### src/logic/mcct_map.svh
// register offsets, field positions, reset values and encodings of the timer
`ifndef MCCT_MAP_SVH
`define MCCT_MAP_SVH
// byte offsets inside one channel window (channel n at n*16)
`define MCCT_OFF_CTL  4'h0
`define MCCT_OFF_IO   4'h2
`define MCCT_OFF_IRQ  4'h4
`define MCCT_OFF_CNT  4'h6
`define MCCT_OFF_CCA  4'h8
`define MCCT_OFF_CCB  4'ha
`define MCCT_OFF_CCC  4'hc
`define MCCT_OFF_CCD  4'he
// shared run / sync word
`define MCCT_ADDR_GLB 8'h30
// reset values and counter maximum
`define MCCT_CNT_RST  16'h0000
`define MCCT_CC_RST   16'hffff
`define MCCT_CNT_MAX  16'hffff
// counter_control_reg fields
`define MCCT_CLR_LSB  0
`define MCCT_CKS_LSB  3
// clear_source_select codes
`define MCCT_CLR_NONE 3'h0
`define MCCT_CLR_SYNC 3'h3
// timer_mode_reg mode codes
`define MCCT_MD_NORM  2'h0
`define MCCT_MD_PWM   2'h1
`define MCCT_MD_PHASE 2'h2
// io nibble fields
`define MCCT_IO_CAP   3
`define MCCT_IO_INIT  2
// timer_flag_reg bit positions and clearable-flag mask
`define MCCT_FLG_OVF  4
`define MCCT_FLG_UNF  5
`define MCCT_FLG_DIR  6
`define MCCT_FLG_CLRM 8'h3f
`endif

### src/logic/mcct_pkg.sv
// types shared by the capture/compare timer
package mcct_pkg;
    // one register bus request
    typedef struct packed {
        logic [7:0]  addr;
        logic [15:0] wdata;
        logic [1:0]  byteEn;
        logic        wrStb;
        logic        rdStb;
    } mcct_bus_type;

    // whole state of the timer
    typedef struct packed {
        logic [2:0]             run;
        logic [2:0]             sync;
        logic [2:0][7:0]        ctl;
        logic [2:0][7:0]        mode;
        logic [2:0][7:0]        irqEn;
        logic [2:0][7:0]        flag;
        logic [2:0][7:0]        armed;
        logic [2:0][15:0]       ioCfg;
        logic [2:0][15:0]       cnt;
        logic [2:0][3:0][15:0]  cc;
        logic [2:0][3:0]        pinLvl;
        logic [2:0][3:0]        pinS1;
        logic [2:0][3:0]        pinS2;
        logic [2:0][3:0]        pinS3;
        logic [3:0]             clkS1;
        logic [3:0]             clkS2;
        logic [3:0]             clkS3;
        logic [15:0]            rdata;
    } mcct_state_type;
endpackage : mcct_pkg

### src/logic/mcct_timer.sv
// three-channel 16-bit capture/compare timer with register port
//
// Overview of operation
// - count and capture registers take whole words only
// - other registers accept byte and word access
// - run bit starts counting, clearing stops it
// - free-running wrap sets overflow flag
// - overflow flag with enable raises interrupt
// - compare-match clear source gives periodic counting
// - match/capture flag with enable raises interrupt
// - compare match drives pin 0, 1 or toggle
// - equal level leaves pin unchanged
// - selected pin edge captures counter value
// - capture event may clear the counter
// - each register independently capture or compare
// - write to sync counter presets all sync counters
// - sync clear follows another sync channel's clear
// - channels 0 to 2 all support sync
// - buffered compare reloads from paired buffer
// - buffered capture moves old value to buffer
// - PWM mode follows compare levels, full duty range
// - phase counting on channels 1 and 2
// - C buffers A, D buffers B
// - reset sets counters 0000, capture/compare registers FFFF
// - flag clears by write 0 after read 1
//
// Strobed register access and the placing of the registers are this design's own decisions.
`timescale 1ns/100ps
`include "mcct_map.svh"
module mcct_timer import mcct_pkg::*; (
    input  wire logic              clk_sys,
    input  wire logic              rst_n,
    input  wire mcct_bus_type      busReq,
    output logic [15:0]            busRdata,
    input  wire logic [2:0][3:0]   ioIn,
    output logic [2:0][3:0]        ioOut,
    output logic [2:0][3:0]        ioOe,
    input  wire logic [3:0]        extClkIn,
    output logic [2:0]             irqReq
);
    mcct_state_type st_ff;
    mcct_state_type nxt_st;
    logic [2:0]      tick;
    logic [2:0]      upDir;
    logic [2:0]      ownClr;
    logic [2:0]      clrNow;
    logic [2:0]      ovfEv;
    logic [2:0]      unfEv;
    logic [2:0][3:0] capEv;
    logic [2:0][3:0] cmpEv;
    logic            syncClr;
    logic [1:0]      bCh;
    logic [3:0]      bOff;
    logic            bGlb;
    logic            bChOk;
    logic            bWord;

    // io nibble of register r (A in the top nibble)
    function automatic logic [3:0] nib(input logic [15:0] cfg, input int r);
        return cfg[15-4*r -: 4];
    endfunction : nib

    // bus address decode
    assign bCh   = busReq.addr[5:4];
    assign bOff  = {busReq.addr[3:1], 1'b0};
    assign bGlb  = {busReq.addr[7:1], 1'b0} == `MCCT_ADDR_GLB;
    assign bChOk = busReq.addr[7:6] == 2'h0 && bCh != 2'h3;
    assign bWord = busReq.byteEn == 2'h3;

    // count ticks, events and clears
    always_comb begin
        logic [3:0] n;
        logic [2:0] src;
        logic a;
        logic b;
        logic ap;
        logic bp;
        logic rise;
        logic fall;
        n = '0;
        src = '0;
        a = 1'b0;
        b = 1'b0;
        ap = 1'b0;
        bp = 1'b0;
        rise = 1'b0;
        fall = 1'b0;
        tick = '0;
        upDir = '1;
        ownClr = '0;
        capEv = '0;
        cmpEv = '0;
        for (int c = 0; c < 3; c++) begin
            rise = st_ff.clkS2[c] & ~st_ff.clkS3[c];
            fall = ~st_ff.clkS2[c] & st_ff.clkS3[c];
            case (st_ff.ctl[c][`MCCT_CKS_LSB +: 2])
                2'h0: tick[c] = st_ff.run[c];
                2'h1: tick[c] = st_ff.run[c] & rise;
                2'h2: tick[c] = st_ff.run[c] & fall;
                default: tick[c] = st_ff.run[c] & (rise | fall);
            endcase
            if (c > 0 && st_ff.mode[c][1:0] == `MCCT_MD_PHASE) begin
                // quadrature decode, A leading B counts up
                a = st_ff.clkS2[2*c-2];
                b = st_ff.clkS2[2*c-1];
                ap = st_ff.clkS3[2*c-2];
                bp = st_ff.clkS3[2*c-1];
                tick[c] = st_ff.run[c] & ((a ^ ap) ^ (b ^ bp));
                upDir[c] = a ^ bp;
            end
            for (int r = 0; r < 4; r++) begin
                n = nib(st_ff.ioCfg[c], r);
                rise = st_ff.pinS2[c][r] & ~st_ff.pinS3[c][r];
                fall = ~st_ff.pinS2[c][r] & st_ff.pinS3[c][r];
                // C and D exist on channel 0 only, and act as buffers when paired
                if (r < 2 || (c == 0 && !st_ff.mode[0][r])) begin
                    if (n[`MCCT_IO_CAP]) begin
                        capEv[c][r] = n[1] ? (rise | fall) : (n[0] ? fall : rise);
                    end else begin
                        cmpEv[c][r] = tick[c] && st_ff.cnt[c] == st_ff.cc[c][r];
                    end
                end
            end
            src = st_ff.ctl[c][`MCCT_CLR_LSB +: 3];
            if (src[0] ^ src[1]) begin
                ownClr[c] = capEv[c][{src[2], src[1]}] | cmpEv[c][{src[2], src[1]}];
            end
        end
        syncClr = |(ownClr & st_ff.sync);
        for (int c = 0; c < 3; c++) begin
            clrNow[c] = ownClr[c] | (st_ff.sync[c] & syncClr &
                        st_ff.ctl[c][`MCCT_CLR_LSB +: 3] == `MCCT_CLR_SYNC);
            ovfEv[c] = tick[c] & upDir[c] & ~clrNow[c] & (st_ff.cnt[c] == `MCCT_CNT_MAX);
            unfEv[c] = tick[c] & ~upDir[c] & ~clrNow[c] & (st_ff.cnt[c] == `MCCT_CNT_RST);
        end
    end

    // next state: events first, then bus writes that override them
    always_comb begin
        logic [3:0] n;
        logic [7:0] clrF;
        logic [7:0] setF;
        n = '0;
        clrF = '0;
        setF = '0;
        nxt_st = st_ff;
        nxt_st.pinS1 = ioIn;
        nxt_st.pinS2 = st_ff.pinS1;
        nxt_st.pinS3 = st_ff.pinS2;
        nxt_st.clkS1 = extClkIn;
        nxt_st.clkS2 = st_ff.clkS1;
        nxt_st.clkS3 = st_ff.clkS2;
        nxt_st.rdata = '0;
        for (int c = 0; c < 3; c++) begin
            if (clrNow[c]) begin
                nxt_st.cnt[c] = `MCCT_CNT_RST;
            end else if (tick[c]) begin
                nxt_st.cnt[c] = upDir[c] ? st_ff.cnt[c] + 16'h0001 : st_ff.cnt[c] - 16'h0001;
            end
            for (int r = 0; r < 4; r++) begin
                n = nib(st_ff.ioCfg[c], r);
                if (capEv[c][r]) begin
                    if (c == 0 && r < 2 && st_ff.mode[0][r | 2]) begin
                        nxt_st.cc[0][r | 2] = st_ff.cc[0][r];
                    end
                    nxt_st.cc[c][r] = st_ff.cnt[c];
                end
                if (cmpEv[c][r]) begin
                    if (c == 0 && r < 2 && st_ff.mode[0][r | 2]) begin
                        nxt_st.cc[0][r] = st_ff.cc[0][r | 2];
                    end
                    case (n[1:0])
                        2'h1: nxt_st.pinLvl[c][r] = 1'b0;
                        2'h2: nxt_st.pinLvl[c][r] = 1'b1;
                        2'h3: nxt_st.pinLvl[c][r] = ~st_ff.pinLvl[c][r];
                        default: nxt_st.pinLvl[c][r] = st_ff.pinLvl[c][r];
                    endcase
                end
                // pwm period restart returns compare pins to their initial level
                if (st_ff.mode[c][1:0] == `MCCT_MD_PWM && clrNow[c] && !n[`MCCT_IO_CAP]) begin
                    nxt_st.pinLvl[c][r] = n[`MCCT_IO_INIT];
                end
            end
            // flags: write-0-after-read-1 clear, set wins
            clrF = '0;
            if (busReq.wrStb && bChOk && !bGlb && bCh == c[1:0] && bOff == `MCCT_OFF_IRQ && busReq.byteEn[0]) begin
                clrF = st_ff.armed[c] & ~busReq.wdata[7:0] & `MCCT_FLG_CLRM;
            end
            setF = {2'h0, unfEv[c], ovfEv[c], capEv[c] | cmpEv[c]};
            nxt_st.flag[c] = (st_ff.flag[c] & ~clrF) | setF;
            nxt_st.armed[c] = st_ff.armed[c] & ~clrF;
            nxt_st.flag[c][`MCCT_FLG_DIR] = tick[c] ? ~upDir[c] : st_ff.flag[c][`MCCT_FLG_DIR];
        end
        // register writes
        if (busReq.wrStb && bGlb) begin
            if (busReq.byteEn[1]) begin
                nxt_st.run = busReq.wdata[10:8];
            end
            if (busReq.byteEn[0]) begin
                nxt_st.sync = busReq.wdata[2:0];
            end
        end else if (busReq.wrStb && bChOk) begin
            case (bOff)
                `MCCT_OFF_CTL: begin
                    if (busReq.byteEn[1]) nxt_st.ctl[bCh] = busReq.wdata[15:8];
                    if (busReq.byteEn[0]) nxt_st.mode[bCh] = busReq.wdata[7:0];
                end
                `MCCT_OFF_IO: begin
                    if (busReq.byteEn[1]) nxt_st.ioCfg[bCh][15:8] = busReq.wdata[15:8];
                    if (busReq.byteEn[0]) nxt_st.ioCfg[bCh][7:0] = busReq.wdata[7:0];
                    // stopped channel: pins take the new initial level
                    if (!st_ff.run[bCh]) begin
                        for (int r = 0; r < 4; r++) begin
                            n = nib(nxt_st.ioCfg[bCh], r);
                            if (!n[`MCCT_IO_CAP]) nxt_st.pinLvl[bCh][r] = n[`MCCT_IO_INIT];
                        end
                    end
                end
                `MCCT_OFF_IRQ: begin
                    if (busReq.byteEn[1]) nxt_st.irqEn[bCh] = busReq.wdata[15:8];
                end
                `MCCT_OFF_CNT: begin
                    if (bWord) begin
                        for (int d = 0; d < 3; d++) begin
                            if (d == bCh || (st_ff.sync[bCh] && st_ff.sync[d])) begin
                                nxt_st.cnt[d] = busReq.wdata;
                            end
                        end
                    end
                end
                default: begin
                    if (bWord && (bCh == 2'h0 || !bOff[2])) begin
                        nxt_st.cc[bCh][bOff[2:1]] = busReq.wdata;
                    end
                end
            endcase
        end
        // register reads, data stand in the following cycle
        if (busReq.rdStb && bGlb) begin
            nxt_st.rdata = {5'h00, st_ff.run, 5'h00, st_ff.sync};
        end else if (busReq.rdStb && bChOk) begin
            case (bOff)
                `MCCT_OFF_CTL: nxt_st.rdata = {st_ff.ctl[bCh], st_ff.mode[bCh]};
                `MCCT_OFF_IO: nxt_st.rdata = st_ff.ioCfg[bCh];
                `MCCT_OFF_IRQ: begin
                    nxt_st.rdata = {st_ff.irqEn[bCh], st_ff.flag[bCh]};
                    if (busReq.byteEn[0]) begin
                        nxt_st.armed[bCh] = nxt_st.armed[bCh] | (st_ff.flag[bCh] & `MCCT_FLG_CLRM);
                    end
                end
                `MCCT_OFF_CNT: nxt_st.rdata = st_ff.cnt[bCh];
                default: nxt_st.rdata = (bCh == 2'h0 || !bOff[2]) ? st_ff.cc[bCh][bOff[2:1]] : 16'h0000;
            endcase
        end
    end

    // state register
    always_ff @(posedge clk_sys or negedge rst_n) begin
        if (!rst_n) begin
            st_ff <= '0;
            st_ff.cc <= {12{`MCCT_CC_RST}};
        end else begin
            st_ff <= nxt_st;
        end
    end

    // outputs
    assign busRdata = st_ff.rdata;
    assign ioOut = st_ff.pinLvl;
    always_comb begin
        for (int c = 0; c < 3; c++) begin
            irqReq[c] = |(st_ff.flag[c][5:0] & st_ff.irqEn[c][5:0]);
            for (int r = 0; r < 4; r++) begin
                ioOe[c][r] = (r < 2 || c == 0) && !st_ff.ioCfg[c][15-4*r-`MCCT_IO_CAP+3] &&
                             st_ff.ioCfg[c][12-4*r +: 2] != 2'h0;
            end
        end
    end

    // any counter write on the bus, used to mask count checks
    logic wrCnt0;
    assign wrCnt0 = busReq.wrStb && bChOk && bOff == `MCCT_OFF_CNT;
endmodule : mcct_timer

### config.mk
export PLATFORM = sky130hd
export DESIGN_NAME = mcct_timer
export DESIGN_NICKNAME = d
export VERILOG_FILES = /design/src/logic/mcct_pkg.sv /design/src/logic/mcct_timer.sv
export VERILOG_INCLUDE_DIRS = /design/src /design/src/logic
export SDC_FILE = /design/constraint.sdc
export NUM_CORES = 1
export LEC_CHECK = 0
export BUFFER_PORTS_ARGS = -buffer_cell sky130_fd_sc_hd__buf_2
export CAP_MARGIN = 10
export CORE_MARGIN = 2
export CORE_UTILIZATION = 35
export DETAILED_ROUTE_END_ITERATION = 12
export GPL_TIMING_DRIVEN = 0
export PLACE_DENSITY = 0.47
export SYNTH_ARGS = -nofsm -noshare
export SYNTH_HDL_FRONTEND = slang
export SYNTH_SLANG_ARGS = --single-unit
### constraint.sdc
create_clock -name clk_sys -period 4.8 [get_ports clk_sys]
set_input_delay 0.96 -clock clk_sys [delete_from_list [all_inputs] [get_ports clk_sys]]
set_output_delay 0.96 -clock clk_sys [all_outputs]
set_load 0.005 [all_outputs]
# --- After elaboration in Yosys (flattened, before gate mapping) ---
# Index checks and enable logic that the tools add are counted.
totals:
  register_bits: 477
  latchBits: 0
  mem_bits_rw: 0
  rom_bits: 0
  input_bits: 46
  out_inout_bits: 43
  memories: 0
op_classes:
  add_sub_neg: 5
  n_mul: 0
  n_div: 0
  order_cmp: 7
  eq_ne: 59
  shifts: 0
  mux: 209
  n_bitwise: 142
  n_reduce_logical: 98
ops:
  columns: ["operator", "n"]
  rows:
  - ["$mux W16", 36]
  - ["$mux W252", 2]
  - ["$mux W48", 10]
  - ["$mux W192", 2]
  - ["$mux W12", 18]
  - ["$bwmux W192", 1]
  - ["$bmux W16 S2", 4]
  - ["$bmux W64 S2", 1]
  - ["$demux W64 S2", 1]
  - ["$eq A16 B16 Y1", 8]
  - ["$mux W64", 2]
  - ["$bwmux W24", 4]
  - ["$bwmux W48", 2]
  - ["$demux W16 S2", 3]
  - ["$mux W24", 4]
  - ["$bmux W8 S2", 5]
  - ["$mux W1", 72]
  - ["$pmux W16 S4", 1]
  - ["$mux W8", 7]
  - ["$and A1 B1 Y1", 53]
  - ["$logic_and A1 B1 Y1", 52]
  - ["$add A16 B1 Y16 const B", 3]
  - ["$and A8 B8 Y8", 6]
  - ["$bwmux W12", 4]
  - ["other kinds (43)", 219]

# --- Logic depth before layout (Yosys ltp) ---
# Gate-level depths: netlist of the first run.
depth:
  ltp_word: 44
  ltp_mapped: 13
  mapped_depth_nobuf: 13

# --- Least setup slack after synthesis of the first run ---
# No wires, ideal clock.
synth_path:
  kind: "input port to flip-flop"
  startpoint: "input busReq[24] (netlist bit)"
  endpoint: "register st_ff, in the netlist busRdata[15]"
  setup_ns: 0.128
  t_arrival_ns: 3.281
  path_slack_ns: 1.391
  path_stages: 9
  path_buffers: 4
  path_cell_list: "clkbuf_1 > buf_2 > buf_1 > clkbuf_1 > mux2i_1 > o21ai_0 > mux4_2 > a21oi_1 > nor2_1"
synth_rtl:
  columns: ["element", "line_no", "text"]
  rows:
  - ["start: declaration", "mcct_timer.sv:33", "input wire mcct_bus_type busReq,"]
  - ["end signal: assignment", "mcct_timer.sv:263", "st_ff <= nxt_st;"]
  - ["end: declaration", "mcct_timer.sv:41", "mcct_state_type st_ff;"]

==> results of run 1 <==
-- per-stage QoR --
step                cells  hold slack [ps]  power (uW)  setup WS (ps)  setup TNS (ps)
finish               4240              346       13500          -87.4            -164
global route         4236              350       14000           36.4               0
CTS                  4233              343       13400           4.14               0
detailed placement   4135              336        9140           -711          -17760
global placement     4124              332        9070          -7130        -2751970
floorplan            3004              331        7470           1390               0
-- power by group --
group          internal, uW  switching [uW]  total, uW
clock                  2440            1820       4260
combinational          1410            2550       3960
sequential             4620             654       5280
-- state kept, by name, indices dropped and copies added (netlist names) --
name,count
st_ff,416
nxt_st,24
busRdata,16
ioOut,12
-- cell families after synthesis --
kind of cell,count (synthesis),share of synthesized area [%]
flip-flops,468,42.5
multiplexers,425,16.7
XOR/XNOR,174,5.42
other,1,0.0133
AND/OR/NAND/NOR,806,12.5
AO/OA/AOI/OAI,665,14.0
adder cells (fa/ha/maj),65,2.94
buffers and inverters,397,5.86
-- worst max-delay path by stage --
stage | to | slack [ps] | depth (start not counted)
after floorplan | busRdata[15] | 1390 | 9
after global placement | busRdata[4] | -7130 | 1
after detailed placement | busRdata[14] | -710 | 9
after CTS | busRdata[6] | 4 | 9
after global routing | ioOut[7] | 40 | 14
final | busRdata[4] | -90 | 10
-- placed cells by master (no fill, tap or decap), types with 11 or more instances in the layout --
cell / netlist / final
clkbuf_16: 0 / 56
o31ai_1: 42 / 41
mux2i_1: 278 / 278
xnor2_1: 102 / 102
o21ai_0: 333 / 332
xor2_1: 72 / 72
mux2_2: 123 / 123
a211oi_1: 12 / 12
nor3_1: 29 / 29
ha_1: 63 / 63
a21oi_1: 130 / 130
dfstp_2: 192 / 192
nor4_1: 23 / 22
nor2_1: 186 / 186
nand2b_1: 12 / 12
mux4_2: 24 / 24
o211ai_1: 23 / 23
a22oi_1: 11 / 11
dfrtp_1: 276 / 276
buf_1: 32 / 30
nand4_1: 32 / 32
buf_2: 24 / 94
o22ai_1: 16 / 16
clkbuf_8: 0 / 13
and3_1: 12 / 12
nor2b_1: 15 / 14
inv_1: 68 / 67
o31a_1: 11 / 11
nand3_1: 35 / 35
clkbuf_1: 238 / 246
buf_4: 34 / 35
nand2_1: 410 / 410
-- layout make-up --
class	count	area, um^2
Sequential cell	468	12000
Multi-Input combinational cell	2139	14600
Clock inverter	14	144
Antenna cell	4	10.0
Timing Repair Buffer	84	632
Clock buffer	84	1640
Inverter	69	263
Tap cell	1050	1310
Buffer	328	1410
Fill cell	7988	47300
-- layer usage --
| metal | vias to the layer above | part of all wire, % | GRT usage [%] |
|---|---|---|---|
| met2 | 1255 | 42 | 45.5 |
| met1 | 12500 | 44 | 43.7 |
| li1 | 10700 | - | - |
| met5 | - | 0.0093 | 0 |
| met4 | 2 | 4.7 | 13.2 |
| met3 | 220 | 9.2 | 6.44 |
-- timing repair --
item,4_1_cts,5_1_grt
setup endpoints to repair,32,31
hold buffers,0,0
buffers inserted,0,0
gates resized for setup,7,20
pin swaps,0,0
==> metrics, run 1 <==
CTS sink cnt 468; delay-heaviest family, CP buffers and inverters; Clock Path Buffers 3; Worst-Margin Slew 1410 ps; worst-path fanout max 10; post-synth top area share 24.5%; WP buf/inv 5; Fmax approximately 200 MHz; Ports 89; Slew Viols, Final 0; Synth Area per Inst 9.38 um^2; EDFF count, synth 0; routed vias/inst 5.83; Yosys reg bits 468; number of global-route vias before repair 24000; worst hold path class in -> async; worst flop-to-flop path endpoint ioOut[7]; core footprint 0.0793 mm^2; failing checks negative setup slack; RR Startpoint st_ff[463]; Tmin final between 4000 and 5000 ps; post-synth top area cell dfrtp_1; H-tree levels 2; Distinct cells, synth 78; main flop type after synthesis dfrtp_1; top cells by area, synth dfrtp_1, dfstp_2, mux2i_1; design area between 0.03 and 0.04 mm^2; type of element capturing the critical path flop; layout cells sized above 1 18.7%; cell mode on critical path clkbuf_1; Hold Vio Cnt, Final 0; CP Data Required Time around 5300 ps; Worst VDD drop 270 uV; CP Launch Type input pin; GRT overflow 0; worst slew margin relative to its limit 6.25%; Total Routed Length ~130000 um; P&R area growth vs syn 13.5%; Setup violations, final 2; Period Utilization, post-route 102%; num rows a little over 100; FFs w/ async S/R, synth 100%; Die Area roughly 0.083 mm^2; Clk Latency, worst-skew pair 650 ps; critical path, cell by cell buf_2 > clkbuf_1 > clkbuf_1 > buf_1 > clkbuf_1 > o21ai_0 > o211ai_1 > a21oi_1 > a21oi_1 > nor2_1; die height 288 um; most frequent cell after synthesis nand2_1; Post-DP Area 0.0300 mm^2; CP peak stage delay approximately 870 ps; sequential share of the synthesized area 42.5%; IO buf count 70; CTS tree done; Register-to-Register Setup Slack approximately 80 ps; status finished, violations left; initial antenna violation count 8; Power Density 422 mW/mm^2; DR vias around 25000; Nets 3257; Clock Tree Root clkbuf_16; post-synthesis instance area about 0.028 mm^2; fin worst setup slack -87.4 ps; DP HPWL between 90000 and 100000 um; initial cell density of the core 35.5%; global-route wire length before repair between 150000 and 200000 um; first-iteration detailed-routing DRC count 2662; Final Util 40.3%; P_leak 0.0139 uW; die width between 200 and 300 um; synth cell count leaders nand2_1, o21ai_0, mux2i_1, dfrtp_1, clkbuf_1; CP max-delay cell clkbuf_1; kind of critical path in -> reg; CP startpoint busReq[25]; post-route ant nets 0; RSZ-0062 raised after global routing false; cts bufs inserted 56; GR Util All Layers 30.9%; MaxCap Viol Count 0; Yosys Warn Count 0; drc violations 0; Clock Skew between 30 and 40 ps; DR pass1 iterations 6; largest net degree at the start of global routing ~120; Worst Path Arrival 5370 ps; Worst R2R Path Depth 14; Placer Congestion 0.969; Mapped Cells 3001; Clk pin slew, worst setup/hold paths roughly 60 ps; WL per Instance just over 30 um
No activity file was read; power rests on OpenSTA's default activity.
==> run 2: changes to the inputs <==
Clock period 4.8 ns to 5.3 ns, I/O delays scaled along.
==> run 2 against run 1 <==
  * Sequential share of layout area is 0.063 points higher
  * Worst hold slack got worse by 4.1 ps
  * Die area did not move
  * Register-to-register slack about the same
  * Sequential power down 9.5%
  * Cell count is essentially flat
  * Worst setup slack better by 160 ps
  * Global-route usage about the same
  * Clock power shrank 9.4%
  * The flow now finishes without violations
  * Via count rose by 0.52%
  * Largest cell class unchanged
  * Sequential cell count unchanged
==> metrics, run 2 (synthesis gave the netlist of run 1 again) <==
GRT overflow 0 (unchanged); Setup Slack @ Placement -311 ps (was -711 ps); die height 288 um (unchanged); Power Density 383 mW/mm^2 (was 422 mW/mm^2); DR vias 24800 (was 24700); H-tree levels 2 (unchanged); routed vias/inst 5.86 (was 5.83); Setup Buffers After CTS 0 (unchanged); Clock Skew 29.2 ps (was 33.1 ps); worst slew margin relative to its limit 5.24% (was 6.25%); DP HPWL 96700 um (unchanged); Die Area 0.0827 mm^2 (unchanged); largest net degree at the start of global routing 117 (unchanged); cts bufs inserted 56 (unchanged); design area 0.0319 mm^2 (about the same); worst-path fanout max 10 (unchanged); number of global-route vias before repair 24100 (was 24000); hold buffer count at cts 0 (unchanged); worst hold path class reg -> reg (was in -> async); Worst VDD drop 245 uV (was 270 uV); Tmin final 5230 ps; WL per Instance 30.4 um (about the same); fin worst setup slack 68.7 ps (was -87.4 ps); fillers 8000 (was 7988); Top reg by flops st_ff (unchanged); P&R area growth vs syn 13.3% (was 13.5%); CP Launch Type flop (was input pin); CTS tree done (unchanged); first-iteration detailed-routing DRC count 2836 (was 2662); Nets 3257 (unchanged); max reg flops 416 (unchanged); initial cell density of the core 35.5% (unchanged); Worst-Margin Slew 1410 ps (about the same); drc violations 0 (unchanged); type of element capturing the critical path flop (unchanged); initial antenna violation count 7 (was 8); Worst Path Arrival 5750 ps (was 5370 ps); post-cts sizing count 0 (was 7); Period Utilization, post-route between 90 and 100%; Final Total Pwr 12200 uW (was 13500 uW); Fmax 191 MHz; status finished clean (was finished, violations left); Post-DP Area 0.0300 mm^2 (unchanged); GR Util All Layers 30.9% (about the same); Clock Path Buffers 3 (unchanged); Ports 89 (unchanged); Hold Vio Cnt, Final 0 (unchanged); most common cell after layout, fill and taps aside nand2_1 (unchanged); Placer Congestion 0.969 (unchanged); Setup violations, final 0 (was 2); Hold Path Depth 0; die width 288 um (unchanged); num rows 103 (unchanged); Worst R2R Path Depth 13 (was 14); Clk Latency, worst-skew pair 650 ps (about the same); IO buf count 70 (unchanged); core footprint 0.0793 mm^2 (unchanged); layout cells sized above 1 18.3% (was 18.7%); MaxCap Viol Count 0 (unchanged); DR pass1 iterations 6 (unchanged); kind of critical path reg -> reg (was in -> reg); global-route wire length before repair 182000 um (was 181000 um); most frequent cells in the layout nand2_1, o21ai_0, mux2i_1 (unchanged); P_leak 0.0138 uW (was 0.0139 uW); Total Routed Length 129000 um (about the same); Clk pin slew, worst setup/hold paths 60 ps (about the same); CTS sink cnt 468 (unchanged); post-route ant nets 0 (unchanged); Clock Tree Root clkbuf_16 (unchanged); CP Data Required Time 5820 ps (was 5290 ps); setup TNS 0 ps (was -164 ps); Slew Viols, Final 0 (unchanged)
## run 2: report_power, final
part | leakage [uW] | switching (uW) | internal, uW | total [uW]
Combinational | 0.00743 | 2310 | 1270 | 3580
Sequential | 0.00555 | 591 | 4190 | 4780
Clock | 0.000873 | 1650 | 2210 | 3860
## run 2: final cells by class
cell class	count	area, um^2	area share [%]
flip-flops and latches	468	12000	37.5
diodes	5	12.5	0.0392
plain buffers	328	1390	4.36
multi-input cells	2139	14600	45.6
clock buffers	84	1640	5.13
repair buffers	84	632	1.98
well taps	1050	1310	4.12
inverters	69	259	0.812
clock inverters	14	144	0.451
## run 2: worst max-delay path, stage by stage (launching register included)
cell      delay (ps)
dfrtp_1          380
inv_1             90
ha_1             310
nor3b_1          190
a311o_1          450
buf_2            410
or4_1            410
o21ai_0          280
mux4_2           690
a221oi_2         360
o21ba_1          580
buf_2            510
nor4b_2          100
o31a_1           310
## run 2: final timing paths
check	startpoint	endpoint	slack, ps
worst max-delay path	st_ff[463]	ioOut[11]	70
worst min-delay path	nxt_st[45]	nxt_st[33]	340
worst max register to register	st_ff[463]	ioOut[11]	70
worst min register to register	nxt_st[45]	nxt_st[33]	340
max in group asynchronous	rst_n	st_ff[466]	3310
min in group asynchronous	rst_n	ioOut[7]	450
## run 2: metrics by stage
| step | cells | utilization (%) | hold slack, ps |
|---|---|---|---|
| 2_1_floorplan | 3004 | - | 331 |
| 5_1_grt | 4236 | 40.2 | 350 |
| 3_5_place_dp | 4135 | 37.9 | 336 |
| 3_3_place_gp | 4124 | 37.6 | 332 |
| 4_1_cts | 4233 | 40.2 | 343 |
| 6_report | 4241 | 40.2 | 342 |
## run 2: metal layers
| layer | part of all wire (%) | up-vias | GRT usage [%] | wire length [um] |
|---|---|---|---|---|
| met2 | 43 | 1188 | 45.6 | 55100 |
| li1 | - | 10700 | - | - |
| met5 | 0 | - | 0 | 0 |
| met1 | 44 | 12700 | 43.6 | 56800 |
| met3 | 8.7 | 230 | 6.53 | 11200 |
| met4 | 4.6 | 0 | 13.0 | 5950 |
==> run 3: changes to the inputs <==
Settings changed: CELL_PAD_IN_SITES_DETAIL_PLACEMENT set to 1, CELL_PAD_IN_SITES_GLOBAL_PLACEMENT set to 1, PLACE_DENSITY 0.47 to 0.57.
==> run 3 against run 2 <==
  * Clock skew up 10 ps
  * Clock power rose by 9.6%
  * Critical path depth unchanged
  * Worst setup slack improved by 52 ps
  * Largest power group unchanged
  * Power up 4.0%
==> metrics, run 3 (synthesis gave the netlist of run 1 again) <==
met3 routed WL 7750 um (was 11200 um); Setup violations, final 0 (unchanged); RSZ-0062 raised after global routing false; GR Util All Layers 33.1% (was 30.9%); worst-path fanout max 10 (unchanged); DR vias 24800 (about the same); P_leak 0.0139 uW (was 0.0138 uW); fin cells 4244 (was 4241); Worst-Margin Slew 1370 ps (was 1410 ps); Period Utilization, post-route 97.7% (was 98.7%); wl on met1 59000 um (was 56800 um); top sig layer met5 (was met4); Top reg by flops st_ff (unchanged); Worst Path Arrival 5740 ps (was 5750 ps); number of global-route vias before repair 25700 (was 24100); delay-heaviest family, CP compound AO/OA/AOI/OAI gates (unchanged); WP buf/inv 3 (unchanged); Final Util 40.4% (was 40.2%); Ports 89 (unchanged); CTS sink cnt 468 (unchanged); Total Routed Length 138000 um (was 129000 um); design area 0.0320 mm^2 (was 0.0319 mm^2); H-tree levels 2 (unchanged); critical path, cell by cell inv_1 > ha_1 > nor3b_1 > a311o_1 > buf_2 > or4_1 > o21ai_1 > mux4_2 > a221oi_4 > o21ba_1 > buf_2 > nor4b_2 > o31a_1 (was inv_1 > ha_1 > nor3b_1 > a311o_1 > buf_2 > or4_1 > o21ai_0 > mux4_2 > a221oi_2 > o21ba_1 > buf_2 > nor4b_2 > o31a_1); Hold Vio Cnt, Final 0 (unchanged); Power Density 397 mW/mm^2 (was 383 mW/mm^2); DR pass1 iterations 5 (was 6); Placer Congestion 1.02 (was 0.969); global-route wire length before repair 194000 um (was 182000 um); num rows 103 (unchanged); post-route ant nets 0 (unchanged); kind of critical path reg -> reg (unchanged); status finished clean (unchanged); n_diodes 0 (was 5); Die Area 0.0827 mm^2 (unchanged); Clock Skew 39.6 ps (was 29.2 ps); Post-DP Area 0.0300 mm^2 (about the same); largest net degree at the start of global routing 115 (was 117); CP startpoint st_ff[464] (was st_ff[463]); worst hold start nxt_st[41] (was nxt_st[45]); Fmax 193 MHz (was 191 MHz); layout cells sized above 1 18.6% (was 18.3%); Clock Tree Root clkbuf_16 (unchanged); initial antenna violation count 11 (was 7); Tmin final 5180 ps (was 5230 ps); P&R area growth vs syn 13.9% (was 13.3%); Register-to-Register Setup Slack 120 ps (was 70 ps); worst slew margin relative to its limit 8.58% (was 5.24%); Nets 3256 (was 3257); most common cell after layout, fill and taps aside nand2_1 (unchanged); first-iteration detailed-routing DRC count 1996 (was 2836); MaxCap Viol Count 0 (unchanged); RR Startpoint st_ff[464] (was st_ff[463]); routed vias/inst 5.85 (was 5.86); die width 288 um (unchanged); CP max-delay cell mux4_2 (unchanged); initial cell density of the core 35.5% (unchanged); drc violations 0 (unchanged); cell mode on critical path buf_2 (unchanged); Placed Instances 4136 (was 4135); die height 288 um (unchanged); CP peak stage delay 650 ps (was 690 ps); type of element capturing the critical path flop (unchanged); WL per Instance 32.4 um (was 30.4 um); most frequent cells in the layout nand2_1, o21ai_0, mux2i_1 (unchanged); Clock Path Buffers 3 (unchanged); max reg flops 416 (unchanged); core footprint 0.0793 mm^2 (unchanged); Slew Viols, Final 0 (unchanged); worst hold path class reg -> reg (unchanged); GRT overflow 0 (unchanged); CP Data Required Time 5860 ps (was 5820 ps); cts bufs inserted 57 (was 56); IO buf count 70 (unchanged); CTS tree done (unchanged); DP HPWL 106000 um (was 96700 um); Clk pin slew, worst setup/hold paths 60 ps (about the same); WL met2 62800 um (was 55100 um); Worst VDD drop 313 uV (was 245 uV); Clk Latency, worst-skew pair 670 ps (was 650 ps); CP Launch Type flop (unchanged)
-- run 3: path summary, 6_finish.rpt --
kind / end / cells after the start
worst max-delay path: ioOut[11] / 13
min in group asynchronous: nxt_st[33] / 1
worst min register to register: nxt_st[29] / 0
worst min-delay path: nxt_st[29] / 0
max in group asynchronous: nxt_st[16] / 4
worst max register to register: ioOut[11] / 13
-- run 3: timing repair --
| item | 4_1_cts | 5_1_grt |
|---|---|---|
| setup endpoints to repair | 17 | 3 |
| gates resized for setup | 1 | 2 |
| cloned | 0 | 0 |
| pin swaps | 0 | 0 |
| buffers inserted | 0 | 0 |
| hold buffers | 0 | 0 |
-- run 3: report_power, final --
group,leakage (uW),total (uW),internal [uW],switching [uW]
sequential,0.00555,4810,4190,625
clock,0.000973,4230,2510,1720
combinational,0.00741,3660,1270,2390
total,0.0139,12700,7970,4740
-- run 3: metrics by stage --
step	TNS, ps	hold WS [ps]	power, uW	setup WS (ps)
floorplan	0	331	6770	1790
global placement	-2587520	332	8310	-6910
detailed placement	-1320	336	8420	-279
CTS	0	347	12700	88.4
global route	0	351	13200	129
finish	0	346	12700	121
-- run 3: final cells by class --
class | count | area [um^2]
inverters | 69 | 259
clock inverters | 24 | 349
repair buffers | 82 | 571
clock buffers | 84 | 1630
plain buffers | 328 | 1390
flip-flops and latches | 468 | 12000
multi-input cells | 2139 | 14600
fillers | 9104 | 47200
well taps | 1050 | 1310
-- run 3: metal layers --
metal	GRT usage, %	up-vias
li1	-	10700
met1	43.4	13000
met2	53.0	873
met3	4.91	305
met4	16.8	10
met5	0	-
